File: src/upcr_pkg.sv
/*
  Package for the upconverter control register bank: serial addresses,
  field positions, write masks and reset values.
  Assumes nothing of its surroundings; imported by the bank and assembler.
*/
package upcr_pkg;
  // Serial instruction layout
  localparam int ADDR_W = 5;          // Address bits in the instruction byte
  localparam int INSTR_BITS = 8;      // Instruction byte length
  localparam int INSTR_RD_POS = 7;    // Read flag position
  localparam int REG_BITS = 48;       // Widest register
  // Register addresses
  localparam logic [4:0] ADDR_CW2 = 5'h01;  // Second control word
  localparam logic [4:0] ADDR_CW3 = 5'h02;  // Third control word
  localparam logic [4:0] ADDR_DAC = 5'h03;  // Full-scale code
  localparam logic [4:0] ADDR_UPD = 5'h04;  // Auto update interval
  localparam logic [4:0] ADDR_SEG0 = 5'h05; // RAM segment 0
  // Register lengths in bytes
  localparam logic [2:0] LEN_WORD = 3'h4;
  localparam logic [2:0] LEN_SEG = 3'h6;
  // Second control word fields
  localparam int CW2_AUTO_UPD = 23;   // Automatic update enable
  localparam int CW2_TX_INV = 9;      // Transmit gate polarity
  localparam int CW2_Q_FIRST = 8;     // Pairing order
  localparam int CW2_HOLD = 6;        // Hold last value
  localparam int CW2_SYNC_DIS = 5;    // Sync validation disable
  localparam logic [31:0] CW2_MASK = 32'h0080_0360;
  localparam logic [31:0] CW2_RST = 32'h0000_0020;
  // Third control word fields
  localparam int CW3_DRV_LO = 28;     // Reference output drive, 2 bits
  localparam int CW3_BAND_LO = 24;    // Oscillator band, 3 bits
  localparam int CW3_PUMP_LO = 19;    // Pump current, 3 bits
  localparam int CW3_DIV_BYP = 15;    // Input divider bypass
  localparam int CW3_DIV_RUN = 14;    // Input divider reset, active low
  localparam int CW3_PLL_EN = 8;      // PLL enable
  localparam int CW3_N_LO = 1;        // Feedback modulus, 7 bits
  localparam logic [31:0] CW3_MASK = 32'h3738_C1FE;
  localparam logic [31:0] CW3_RST = 32'h1738_4000;
  // Full-scale code register
  localparam logic [31:0] DAC_MASK = 32'h0000_00FF;
  localparam logic [31:0] DAC_RST = 32'h0000_00FF;
  // Update interval register
  localparam logic [31:0] UPD_RST = 32'h0FFF_FFFF;
  // RAM segment 0 fields
  localparam int SEG_STEP_LO = 32;    // Step rate, 16 bits
  localparam int SEG_END_LO = 22;     // End address, 10 bits
  localparam int SEG_START_LO = 6;    // Start address, 10 bits
  localparam int SEG_MODE_LO = 0;     // Playback mode, 3 bits
  localparam logic [47:0] SEG_MASK = 48'hFFFF_FFC0_FFC7;
  localparam logic [47:0] SEG_RST = 48'h0000_0000_0000;
  // Operating mode in which hold-last-value is ignored
  localparam logic [1:0] MODE_NO_HOLD = 2'h1;
endpackage : upcr_pkg

File: src/upcr_bank.sv
/*
  Upconverter control register bank behind the serial I/O port, with the
  settings it drives: reference clock block, DAC code, automatic update
  timer, RAM segment 0, sync validation latch and the data assembler.
  Assumes a host clocks the serial port far slower than clk, and that the
  pins and the first control word bits arrive from outside clk's domain.
*/
// What this block does
// RQ1: Pairing bit 1 takes Q first
// RQ2: Pairing bit 0, default, takes I first
// RQ3: Hold setting ignored in operating mode 01b
// RQ4: Hold 0: standby drives zeros
// RQ5: Hold 1: standby keeps last sample
// RQ6: Gate polarity bit swaps standby and transmit
// RQ7: Validation on: error latched until disabled
// RQ8: Validation off, default: error held low
// RQ9: Third control word at address 02h
// RQ10: Bits 29:28 reference drive, reset 01b
// RQ11: Bits 26:24 oscillator band, reset 111b
// RQ12: Bits 21:19 pump current, reset 111b
// RQ13: Bit 15 bypasses input divider, reset 0
// RQ14: Bit 14 low resets divider, reset 1
// RQ15: Bit 8 enables PLL, reset 0
// RQ16: Bits 7:1 feedback modulus, reset zero
// RQ17: Address 03h bits 7:0 full-scale, FFh
// RQ18: Interval at 04h effective on write
// RQ19: Interval resets 0FFFFFFFh, needs bit 23
// RQ20: Segment 0 six bytes, 05h, immediate
// RQ21: Segment applied on RAM enable, trigger rise
// RQ22: Segment step, end and start fields
// RQ23: Segment bits 2:0 playback mode
// RQ24: Open bits read zero, ignore writes
`timescale 1ns/100ps
`default_nettype none
module upcr_bank
  import upcr_pkg::*;
#(
  parameter int DATA_W = 18  // Sample word width
) (
  input wire logic clk,
  input wire logic sys_rst,
  // Serial I/O port
  input wire logic cs_n_pin,              // Chip select, active low
  input wire logic sclk_pin,              // Serial clock
  input wire logic sdio_in,               // Serial data in
  output logic sdio_out,                  // Serial data out
  output logic sdio_oe,                   // High while driving sdio
  input wire logic io_update_pin,         // Transfer buffers to active
  // Device pins
  input wire logic transmit_gate_pin,
  input wire logic ram_trigger_pin,
  output logic sync_sample_error_pin,
  // Settings from the first control word, and the sync check result
  input wire logic [1:0] cw1_op_mode,     // Operating mode field
  input wire logic cw1_ram_enable,        // RAM enable bit
  input wire logic sync_check_fail,       // Setup/hold check result
  // Sample stream
  input wire logic [DATA_W-1:0] word_in,
  input wire logic word_valid,
  output logic [DATA_W-1:0] bb_i,
  output logic [DATA_W-1:0] bb_q,
  output logic bb_valid,
  // Reference clock and DAC settings
  output logic [1:0] reference_output_drive,
  output logic [2:0] oscillator_band_select,
  output logic [2:0] pump_current_select,
  output logic ref_div_bypass,
  output logic ref_div_run,
  output logic pll_enable,
  output logic [6:0] pll_modulus,
  output logic [7:0] dac_full_scale_code,
  // Update and RAM segment outputs
  output logic io_update_event,           // One-cycle update pulse
  output logic ram_seg0_apply,            // One-cycle segment apply
  output logic [15:0] ram_step_rate,
  output logic [9:0] ram_end_addr,
  output logic [9:0] ram_start_addr,
  output logic [2:0] ram_play_mode
);
  localparam int CNT_W = 6;  // Counts instruction plus 48 data bits

  // Two-stage synchronisers for every pin and outside input
  logic [5:0] pin_meta;   // First stage, read only by pin_sync
  logic [5:0] pin_sync;   // Second stage
  logic [1:0] mode_meta;
  logic [1:0] mode_sync;
  logic sclk_prev;        // Serial clock one cycle back
  logic upd_prev;         // Update pin one cycle back
  logic rt_prev;          // Trigger pin one cycle back
  logic cs_n, sclk, sdio, upd_s, gate_s, rt_s;
  assign {cs_n, sclk, sdio, upd_s, gate_s, rt_s} = pin_sync;

  always_ff @(posedge clk) begin
    if (sys_rst) begin
      pin_meta <= 6'h20;
      pin_sync <= 6'h20;
      mode_meta <= 2'h0;
      mode_sync <= 2'h0;
    end else begin
      pin_meta <= {cs_n_pin, sclk_pin, sdio_in, io_update_pin,
                   transmit_gate_pin, ram_trigger_pin};
      pin_sync <= pin_meta;
      mode_meta <= cw1_op_mode;
      mode_sync <= mode_meta;
    end
  end

  // Edge history kept on the second stage only
  always_ff @(posedge clk) begin
    if (sys_rst) begin
      sclk_prev <= 1'b0;
      upd_prev <= 1'b0;
      rt_prev <= 1'b0;
    end else begin
      sclk_prev <= sclk;
      upd_prev <= upd_s;
      rt_prev <= rt_s;
    end
  end

  logic ram_en_meta, ram_en_s;  // RAM enable crossing
  always_ff @(posedge clk) begin
    if (sys_rst) begin
      ram_en_meta <= 1'b0;
      ram_en_s <= 1'b0;
    end else begin
      ram_en_meta <= cw1_ram_enable;
      ram_en_s <= ram_en_meta;
    end
  end

  logic sclk_rise;
  assign sclk_rise = sclk && !sclk_prev && !cs_n;

  // Serial frame state
  logic [CNT_W-1:0] bit_cnt;    // Bits seen in this frame
  logic [7:0] instr;            // Instruction byte
  logic [REG_BITS-1:0] shift;   // Data shifter, MSB first
  logic reading;                // Read data phase
  logic [ADDR_W-1:0] addr;      // Address of current frame
  logic [ADDR_W-1:0] next_addr; // Address completed this edge
  logic [2:0] frame_len;        // Register length in bytes
  logic [CNT_W-1:0] last_bit;   // Index of final data bit
  logic [REG_BITS-1:0] next_shift;
  logic [REG_BITS-1:0] rd_word; // Read value, MSB aligned
  logic wr_commit;              // Final write bit this edge

  assign next_addr = {instr[3:0], sdio};
  assign addr = instr[ADDR_W-1:0];
  assign frame_len = (addr == ADDR_SEG0) ? LEN_SEG : LEN_WORD; // RQ20
  assign last_bit = CNT_W'(INSTR_BITS - 1) + CNT_W'({frame_len, 3'h0});
  assign next_shift = {shift[REG_BITS-2:0], sdio};
  assign wr_commit = sclk_rise && !instr[INSTR_RD_POS] && (bit_cnt == last_bit)
                     && (bit_cnt >= CNT_W'(INSTR_BITS));

  // Buffered and active registers, and the immediate ones
  logic [31:0] cw2_buf, cw2_act;   // Second control word
  logic [31:0] cw3_buf, cw3_act;   // Third control word
  logic [31:0] dac_buf, dac_act;   // Full-scale code
  logic [31:0] upd_interval;       // Effective when written
  logic [47:0] seg0;               // Effective when written

  // Read mux; unmapped addresses read zero, open bits are held zero
  always_comb begin
    rd_word = '0;
    case (next_addr)
      ADDR_CW2: rd_word = {cw2_buf, 16'h0000};
      ADDR_CW3: rd_word = {cw3_buf, 16'h0000}; // RQ9
      ADDR_DAC: rd_word = {dac_buf, 16'h0000}; // RQ17
      ADDR_UPD: rd_word = {upd_interval, 16'h0000};
      ADDR_SEG0: rd_word = seg0;
      default: rd_word = '0;
    endcase
  end

  // Frame sequencing: instruction, then data shifted in or out
  always_ff @(posedge clk) begin
    if (sys_rst || cs_n) begin
      bit_cnt <= '0;
      instr <= 8'h00;
      shift <= '0;
      reading <= 1'b0;
    end else if (sclk_rise) begin
      // Saturate so a long frame cannot wrap into a second commit
      if (bit_cnt != '1) begin
        bit_cnt <= bit_cnt + CNT_W'(1);
      end
      if (bit_cnt < CNT_W'(INSTR_BITS)) begin
        instr <= {instr[6:0], sdio};
        if (bit_cnt == CNT_W'(INSTR_BITS - 1) && instr[INSTR_RD_POS - 1]) begin
          reading <= 1'b1;
          shift <= rd_word;
        end
      end else begin
        // Read shifts out one bit per edge; writes shift in
        shift <= reading ? {shift[REG_BITS-2:0], 1'b0} : next_shift;
      end
    end
  end

  // Output data and enable; the host samples before each rising edge
  assign sdio_out = shift[REG_BITS-1];
  assign sdio_oe = reading && !cs_n;

  // Update event: pin rising edge or the automatic timer
  logic auto_pulse;
  logic upd_pulse;
  assign upd_pulse = (upd_s && !upd_prev) || auto_pulse;
  assign io_update_event = upd_pulse;

  // Buffered registers; masks keep open bits at zero
  always_ff @(posedge clk) begin
    if (sys_rst) begin
      cw2_buf <= CW2_RST;
      cw3_buf <= CW3_RST;
      dac_buf <= DAC_RST;
    end else if (wr_commit) begin
      case (addr)
        ADDR_CW2: cw2_buf <= next_shift[31:0] & CW2_MASK; // RQ24
        ADDR_CW3: cw3_buf <= next_shift[31:0] & CW3_MASK; // RQ9
        ADDR_DAC: dac_buf <= next_shift[31:0] & DAC_MASK; // RQ17
        default: ;
      endcase
    end
  end

  // Active copies move on an update event
  always_ff @(posedge clk) begin
    if (sys_rst) begin
      cw2_act <= CW2_RST;
      cw3_act <= CW3_RST;
      dac_act <= DAC_RST;
    end else if (upd_pulse) begin
      cw2_act <= cw2_buf;
      cw3_act <= cw3_buf;
      dac_act <= dac_buf;
    end
  end

  // Immediate registers need no update event
  always_ff @(posedge clk) begin
    if (sys_rst) begin
      upd_interval <= UPD_RST; // RQ19
      seg0 <= SEG_RST;
    end else if (wr_commit) begin
      if (addr == ADDR_UPD) begin
        upd_interval <= next_shift[31:0]; // RQ18
      end
      if (addr == ADDR_SEG0) begin
        seg0 <= next_shift & SEG_MASK; // RQ20
      end
    end
  end

  // Automatic update timer; a new interval restarts it at once
  logic [31:0] upd_cnt;
  logic auto_en;
  assign auto_en = cw2_act[CW2_AUTO_UPD]; // RQ19
  always_ff @(posedge clk) begin
    if (sys_rst) begin
      upd_cnt <= UPD_RST;
      auto_pulse <= 1'b0;
    end else if (!auto_en || (wr_commit && addr == ADDR_UPD)) begin
      upd_cnt <= (wr_commit && addr == ADDR_UPD) ? next_shift[31:0] : upd_interval; // RQ18
      auto_pulse <= 1'b0;
    end else if (upd_cnt == 32'h0000_0000) begin
      upd_cnt <= upd_interval;
      auto_pulse <= 1'b1;
    end else begin
      upd_cnt <= upd_cnt - 32'h0000_0001;
      auto_pulse <= 1'b0;
    end
  end

  // Reference clock and DAC settings from the active words
  assign reference_output_drive = cw3_act[CW3_DRV_LO +: 2]; // RQ10
  assign oscillator_band_select = cw3_act[CW3_BAND_LO +: 3]; // RQ11
  assign pump_current_select = cw3_act[CW3_PUMP_LO +: 3]; // RQ12
  assign ref_div_bypass = cw3_act[CW3_DIV_BYP]; // RQ13
  assign ref_div_run = cw3_act[CW3_DIV_RUN]; // RQ14
  assign pll_enable = cw3_act[CW3_PLL_EN]; // RQ15
  assign pll_modulus = cw3_act[CW3_N_LO +: 7]; // RQ16
  assign dac_full_scale_code = dac_act[7:0]; // RQ17

  // RAM segment 0 is applied only on a trigger rise with RAM enabled
  always_ff @(posedge clk) begin
    if (sys_rst) begin
      ram_seg0_apply <= 1'b0;
      ram_step_rate <= 16'h0000;
      ram_end_addr <= 10'h000;
      ram_start_addr <= 10'h000;
      ram_play_mode <= 3'h0;
    end else begin
      ram_seg0_apply <= ram_en_s && rt_s && !rt_prev; // RQ21
      if (ram_en_s && rt_s && !rt_prev) begin
        ram_step_rate <= seg0[SEG_STEP_LO +: 16]; // RQ22
        ram_end_addr <= seg0[SEG_END_LO +: 10];
        ram_start_addr <= seg0[SEG_START_LO +: 10];
        ram_play_mode <= seg0[SEG_MODE_LO +: 3]; // RQ23
      end
    end
  end

  // Sync validation latch: held in reset while disabled
  always_ff @(posedge clk) begin
    if (sys_rst || cw2_act[CW2_SYNC_DIS]) begin
      sync_sample_error_pin <= 1'b0; // RQ8
    end else if (sync_check_fail) begin
      sync_sample_error_pin <= 1'b1; // RQ7
    end
  end

  // Gate polarity resolved before the assembler sees it
  logic tx_active;
  assign tx_active = gate_s ^ cw2_act[CW2_TX_INV]; // RQ6

  upcr_assembler #(.DATA_W(DATA_W)) upcr_assembler_inst (
    .clk(clk),
    .sys_rst(sys_rst),
    .word_in(word_in),
    .word_valid(word_valid),
    .tx_active(tx_active),
    .q_first(cw2_act[CW2_Q_FIRST]),
    .hold_last(cw2_act[CW2_HOLD]),
    .op_mode(mode_sync),
    .bb_i(bb_i),
    .bb_q(bb_q),
    .bb_valid(bb_valid)
  );
endmodule : upcr_bank
`default_nettype wire

File: src/upcr_assembler.sv
/*
  Baseband data assembler: pairs incoming words into I and Q and gates
  them with the transmit gate. Assumes words and gate arrive on clk,
  already synchronised, and that pairs start after the gate opens.
*/
`timescale 1ns/100ps
`default_nettype none
module upcr_assembler
  import upcr_pkg::*;
#(
  parameter int DATA_W = 18  // Sample word width
) (
  input wire logic clk,
  input wire logic sys_rst,
  input wire logic [DATA_W-1:0] word_in,  // Incoming sample word
  input wire logic word_valid,            // Word present this cycle
  input wire logic tx_active,             // Gate resolved to transmit
  input wire logic q_first,               // Pairing order
  input wire logic hold_last,             // Hold last value
  input wire logic [1:0] op_mode,         // Operating mode of first word
  output logic [DATA_W-1:0] bb_i,         // Baseband I
  output logic [DATA_W-1:0] bb_q,         // Baseband Q
  output logic bb_valid                   // New pair this cycle
);
  // Elaboration check: a zero-width word cannot be paired
  if (DATA_W < 1) begin : g_bad_width
    $error("DATA_W must be positive");
  end

  logic second;                 // Next word closes the pair
  logic [DATA_W-1:0] first_word; // First word of the open pair
  logic hold_eff;               // Hold setting as it applies
  assign hold_eff = hold_last && (op_mode != MODE_NO_HOLD); // RQ3

  // Pair tracking; standby drops a half pair so the next burst aligns
  always_ff @(posedge clk) begin
    if (sys_rst || !tx_active) begin
      second <= 1'b0;
      first_word <= '0;
    end else if (word_valid) begin
      second <= !second;
      if (!second) begin
        first_word <= word_in;
      end
    end
  end

  // Output registers: pair order, then standby gating
  always_ff @(posedge clk) begin
    if (sys_rst) begin
      bb_i <= '0;
      bb_q <= '0;
      bb_valid <= 1'b0;
    end else if (!tx_active) begin // RQ5
      bb_valid <= 1'b0;
      if (!hold_eff) begin // RQ4
        bb_i <= '0;
        bb_q <= '0;
      end
      // Else outputs keep the last accepted pair
    end else begin
      bb_valid <= word_valid && second;
      if (word_valid && second) begin
        if (q_first) begin // RQ1
          bb_q <= first_word;
          bb_i <= word_in;
        end else begin // RQ2
          bb_i <= first_word;
          bb_q <= word_in;
        end
      end
    end
  end
endmodule : upcr_assembler
`default_nettype wire

File: config.mk
export PLATFORM = sky130hd
export DESIGN_NAME = upcr_bank
export DESIGN_NICKNAME = d
export VERILOG_FILES = /design/src/upcr_pkg.sv /design/src/upcr_bank.sv /design/src/upcr_assembler.sv
export SDC_FILE = /design/constraint.sdc
export NUM_CORES = 1
export LEC_CHECK = 0
export ABC_AREA = 1
export BUFFER_PORTS_ARGS = -buffer_cell sky130_fd_sc_hd__buf_4
export CELL_PAD_IN_SITES_DETAIL_PLACEMENT = 1
export CELL_PAD_IN_SITES_GLOBAL_PLACEMENT = 1
export CORE_ASPECT_RATIO = 1.25
export CORE_MARGIN = 5
export CORE_UTILIZATION = 43
export CTS_CLUSTER_DIAMETER = 60
export DETAILED_ROUTE_END_ITERATION = 8
export PLACE_DENSITY_LB_ADDON = 0.12
export SYNTH_ARGS = -nofsm -noshare
export SYNTH_HDL_FRONTEND = slang
export SYNTH_HIERARCHICAL = 1
export SYNTH_SLANG_ARGS = --single-unit
File: constraint.sdc
create_clock -name clk -period 2.39 [get_ports clk]
set_input_delay 0.239 -clock clk [delete_from_list [all_inputs] [get_ports clk]]
set_output_delay 0.239 -clock clk [all_outputs]
set_load 0.02 [all_outputs]
### Word-level counts from Yosys, hierarchy flattened

Cells that the tools add are included.

* latch bits: 0
* input bits: 31
* memory bits (writable): 0
* memories: 0
* bits in read-only memories: 0
* flip-flop bits (word level): 347

* order comparisons: 2
* divide/modulo/power cells: 0
* bitwise operators: 3
* multiply operators: 0
* equal/unequal tests: 17
* mux-type cells: 16
* add/sub/neg operators: 3
* reductions and logical operators: 40
* shift-type cells: 0

Operators with widths (number)
* $pmux 48 s5: 1
* $mux 18: 7
* $mux 32: 3
* $mux 48: 2
* $logic_not 32->1: 1
* $sub 32x1->32 const B: 1
* $eq 5x2->1 const B: 4
* $eq 5x3->1 const B: 4
* $reduce_and 2->1: 10
* $logic_and 1x1->1: 13
* $eq 5x1->1 const B: 2
* $logic_not 1->1: 8
* $add 3x6->6 const A: 1
* $add 6x1->6 const B: 1
* $eq 6x3->1 const B: 1
* $eq 6x6->1: 1
* $ge 6x4->1 const B: 1
* $lt 6x4->1 const B: 1
* $ne 2x1->1 const B: 3
* $ne 6x6->1 const B: 1
* $logic_or 1x1->1: 5
* $reduce_or 2->1: 2
* $reduce_and 3->1: 1
* $mux 1: 2
* other kinds (4): 5

### Longest topological paths before layout

* word-level depth: 9
* gate-level depth with buffers: 12
* gate-level depth less buffers: 11

### Modules after synthesis

The synthesis kept the hierarchy.

Modules (own cells, without submodules)
* upcr_bank: sequential area each 5825.6 µm², times used 1, cells an instance 1742, area an instance 12408.2 µm²
* upcr_assembler: sequential area each 1121.1 µm², times used 1, cells an instance 303, area an instance 2481.1 µm²

### Least setup slack after synthesis

Ideal clock, no wire load.

* path type: reg2reg
* start point: register bit_cnt[0]
* end point: register seg0[15]
* data required time: 2273 ps
* library setup time: 117 ps
* setup slack: 687 ps
* clock period less this slack: 1703 ps
* arrival: 1586 ps
* stages on the path, launching flop included: 10
* path buffers: 1
* cell sequence: dfxtp_1 ha_1 nand2_1 inv_1 nand3_2 nor3_4 inv_4 buf_6 o21ai_1 a21oi_1

* cells in the longest elaborated chain, start to end: 4

RTL lines
* start: declaration: RTL line upcr_bank.sv:136 `logic [CNT_W-1:0] bit_cnt;`
* start signal: assignment: RTL line upcr_bank.sv:186 `bit_cnt <= bit_cnt + CNT_W'(1);`
* branches (longest 2 deep; another with $ge 6x4->1)
* $logic_and 1x1->1 (*): RTL line upcr_bank.sv:154 `&& (bit_cnt >= CNT_W'(INSTR_BITS));`
* $reduce_and 2->1 (no line) (*)
* end signal: assignment: RTL line upcr_bank.sv:250 `seg0 <= next_shift & SEG_MASK;`
* end: declaration: RTL line upcr_bank.sv:161 `logic [47:0] seg0;`

Every way passes the cells marked *.
A chain may end at the register's enable or synchronous reset.

### Worst setup path in the final report

* start point: register bit_cnt[0]
* end point: register dac_buf[1]

* cells in the longest elaborated chain, start to end: 4

RTL lines
* branches (longest 2 deep; another with $ge 6x4->1)
* $logic_and 1x1->1 (*): RTL line upcr_bank.sv:154
* $reduce_and 2->1 (no line) (*)
* end signal: assignment: RTL line upcr_bank.sv:221 `ADDR_DAC: dac_buf <= next_shift[31:0] & DAC_MASK;`
* end: declaration: RTL line upcr_bank.sv:159 `logic [31:0] dac_buf, dac_act;`

Marked as above.

==> results.py <==
metrics = {
    "clock_network": {
        "clock-root-buffer": "clkbuf_16",
        "hold_buffers": 24,
        "cts_tree": "built",
        "clockBufferDepth": 3,
        "clkLatencyLatePin_ns": 0.54,
        "htreeDepth": 2,
        "numCtsBuffers": 37,
        "cts_sinks": 347,
        "cts_resized": 0,
        "clk_pin_slew_ns": 0.06,
        "post-cts-setup-buffers": 0,
    },
    "worst_setup_path": {
        "ff2ff_path_depth": 12,
        "arrival_ns": 2.61,
        "startpoint": "bit_cnt[0]",
        "cp_max_fo": 33,
        "r2r_setup_slack_ns": 0.24,
        "crit_chain": "ha_1, nand2_1, inv_1, nand3_2, nor2_8, buf_12, nand2_1, inv_2, nand2_2, inv_2, nand2_1, nand3_1",
        "slowest_stage": "dfxtp_1",
        "critPathRequiredTime_ns": 2.85,
        "cpPeakStageDelay_ns": 0.36,
        "end_kind": "flop",
        "cpMostUsedCell": "nand2_1",
        "rr_endpoint": "dac_buf[1]",
        "start_kind": "flop",
        "reg2reg_from": "bit_cnt[0]",
        "critPathCapture": "dac_buf[1]",
        "path_class": "reg -> reg",
    },
    "synthesis": {
        "ys.flop_type": "dfxtp_1",
        "syn-num-nets": 2080,
        "synth_edf_count": 0,
        "syn_inst": 2045,
        "ys_types": 47,
        "ys_async_sr_fraction_pct": 0,
        "yosysWarnings": 6,
        "synth_area_sq_mm": 0.01489,
        "seq_area_frac_synth_pct": 46.66,
        "postSynthAreaPerCell_sq_um": 7.281,
        "ys_ff_latch": 347,
    },
    "drt": {
        "routed_wirelength_um": 49620,
        "firstDrtPassIters": 5,
        "vias_per_cell": 5.334,
        "ant_nets": 0,
        "drcViolationCount": 0,
        "vias": 14162,
        "drt-initial-drc-count": 825,
        "wire_per_inst_um": 18.69,
    },
    "sta": {
        "finClkSkew_ns": 0.02030,
        "maxSlewHeadroom_pct": 43.98,
        "finalHoldViolCount": 0,
        "period_share_pct": 89.77,
        "timing.fmax_ghz": 0.4661,
        "worstMarginPinSlew_ns": 0.8393,
        "drv_slew": 0,
        "period_needed_ns": 2.146,
        "fin_setup_tns_ns": 0,
        "rsz0062_at_grt": "false",
        "setup_viol": 0,
    },
    "floorplan": {
        "start_util_pct": 43.37,
        "die_x_um": 176.4,
        "rows": 76,
        "die_area_sq_mm": 0.03847,
        "core_area_sq_mm": 0.03433,
        "io_pins": 138,
        "die_h_um": 218.0,
    },
    "global_routing": {
        "grt_pass1_wl_um": 79290,
        "grt_pass1_vias": 14483,
        "grt_util_all_layers_pct": 25.35,
        "grt_max_degree": 109,
        "grt_antenna_before_repair": 0,
        "grt_overflow": 0,
    },
    "layout": {
        "multiInputGateArea_sq_mm": 0.006751,
        "layout_common_cells": "492 x nand2_1, 347 x dfxtp_1, 247 x nor2_1",
        "layout_commonest_cell": "nand2_1",
        "diodes": 0,
        "syn_to_final_growth_pct": 18.49,
        "seq_area_sq_mm": 0.006947,
        "stdcell_area_sq_mm": 0.01764,
        "nets": 2196,
        "drive_gt1_share_pct": 13.53,
        "fillers": 4352,
    },
    "pwr": {
        "power.density_mw_per_mm2": 692.4,
        "vdd_ir_drop_max_uv": 497.9,
        "power.leakage_nw": 7.745,
    },
    "placed_design": {
        "io_buffers": 137,
        "place_area_sq_mm": 0.01620,
        "hpwl_um": 35040,
        "routabilityCongestion": 0.8638,
    },
    "outcome": {
        "outcome": "finished, final reports clean",
    },
    "worst_hold_path": {
        "min_path_type": "in -> reg",
    },
    "flow_run": {
        "maxCapViolations": 0,
    },
}
-- report_power, final --
part | leakage (nW) | internal, W | total (W) | switching [W]
logic | 4.34 | 0.000214 | 0.000575 | 0.000362
registers | 2.81 | 0.00586 | 0.00591 | 0.0000557
clock network | 0.596 | 0.00339 | 0.00573 | 0.00233
total | 7.75 | 0.00946 | 0.0122 | 0.00275
-- stage by stage --
step	power, W	cells	util (%)	setup WS (ns)	hold slack, ns
2_1_floorplan	0.006393	2045	-	0.6866	0.3428
3_3_place_gp	0.006565	2566	47.19	0.3452	0.3950
3_5_place_dp	0.006581	2566	47.19	0.2652	0.3990
4_1_cts	0.01233	2655	51.39	0.2390	0.003157
5_1_grt	0.01263	2655	51.39	0.1023	0.02719
6_report	0.01222	2655	51.39	0.2444	0.009437
-- how the worst min path moves through the flow --
stage / from / end / slack, ns / cells after the start
2_1_floorplan: cs_n_pin / pin_meta[5] / 0.34 / 1
3_3_place_gp: pin_meta[4] / pin_sync[4] / 0.40 / 2
3_5_place_dp: mode_meta[1] / mode_sync[1] / 0.40 / 2
4_1_cts: word_in[10] / upcr_assembler_inst/first_word[10] / 0.003 / 3
5_1_grt: word_in[10] / upcr_assembler_inst/first_word[10] / 0.03 / 3
6_report: word_in[10] / upcr_assembler_inst/first_word[10] / 0.009 / 3
-- Yosys cell counts (8+ instances only) --
| cell | count | area (sq um) |
|---|---|---|
| inv_1 | 124 | 465.5 |
| nand2_1 | 492 | 1847 |
| or2_2 | 12 | 75.07 |
| buf_6 | 20 | 225.2 |
| o22ai_2 | 8 | 100.1 |
| nand4_1 | 39 | 244.0 |
| a21oi_1 | 147 | 735.7 |
| nor2_1 | 251 | 942.2 |
| o22ai_1 | 25 | 156.4 |
| buf_2 | 25 | 125.1 |
| xnor2_1 | 9 | 78.83 |
| o21ai_0 | 235 | 1176 |
| o21ai_1 | 21 | 105.1 |
| dfxtp_1 | 347 | 6947 |
| clkbuf_1 | 64 | 240.2 |
| inv_2 | 9 | 33.78 |
| nand3_1 | 136 | 680.7 |
-- layout make-up --
class                           instances  area share (%)
Sequential cell                       347           39.38
Multi-Input combinational cell       1439           38.27
Timing Repair Buffer                  200           9.277
Clock buffer                           55           6.213
Tap cell                              468           3.319
Inverter                              136           2.936
Clock inverter                         10          0.6099
-- registers in the layout, summed over array words and instances (netlist names), 10 cells and up --
name / count
ram_step_rate: 16
upcr_assembler_inst/bb_q: 18
ram_end_addr: 10
seg0: 39
upcr_assembler_inst/bb_i: 18
upcr_assembler_inst/first_word: 18
cw3_buf: 18
upd_cnt: 32
upd_interval: 32
ram_start_addr: 10
cw3_act: 18
shift: 48
-- worst max-delay path: cells and delay by family (launching register included) --
| kind | cells | cell delay, ns |
|---|---|---|
| flops | 1 | 0.36 |
| simple gates | 7 | 0.91 |
| buf+inv | 4 | 0.61 |
| fa+ha+maj | 1 | 0.20 |
-- metal layers --
layer  up-vias  global-route usage (%)  wire, um
li1       6916                       -         -
met1      6866                   32.37     21750
met2       306                   45.13     24660
met3        74                   3.000      1905
met4         0                   7.250      1312
met5         -                       0         0
-- kinds of logic after synthesis --
kind of cell	share of synthesized area, %
buffers and inverters	8.101
XOR/XNOR	0.7647
AND/OR/NAND/NOR	27.76
adder cells (fa/ha/maj)	0.3361
flip-flops	46.66
AO/OA/AOI/OAI	16.39
Power figures use the tool's default switching activity.
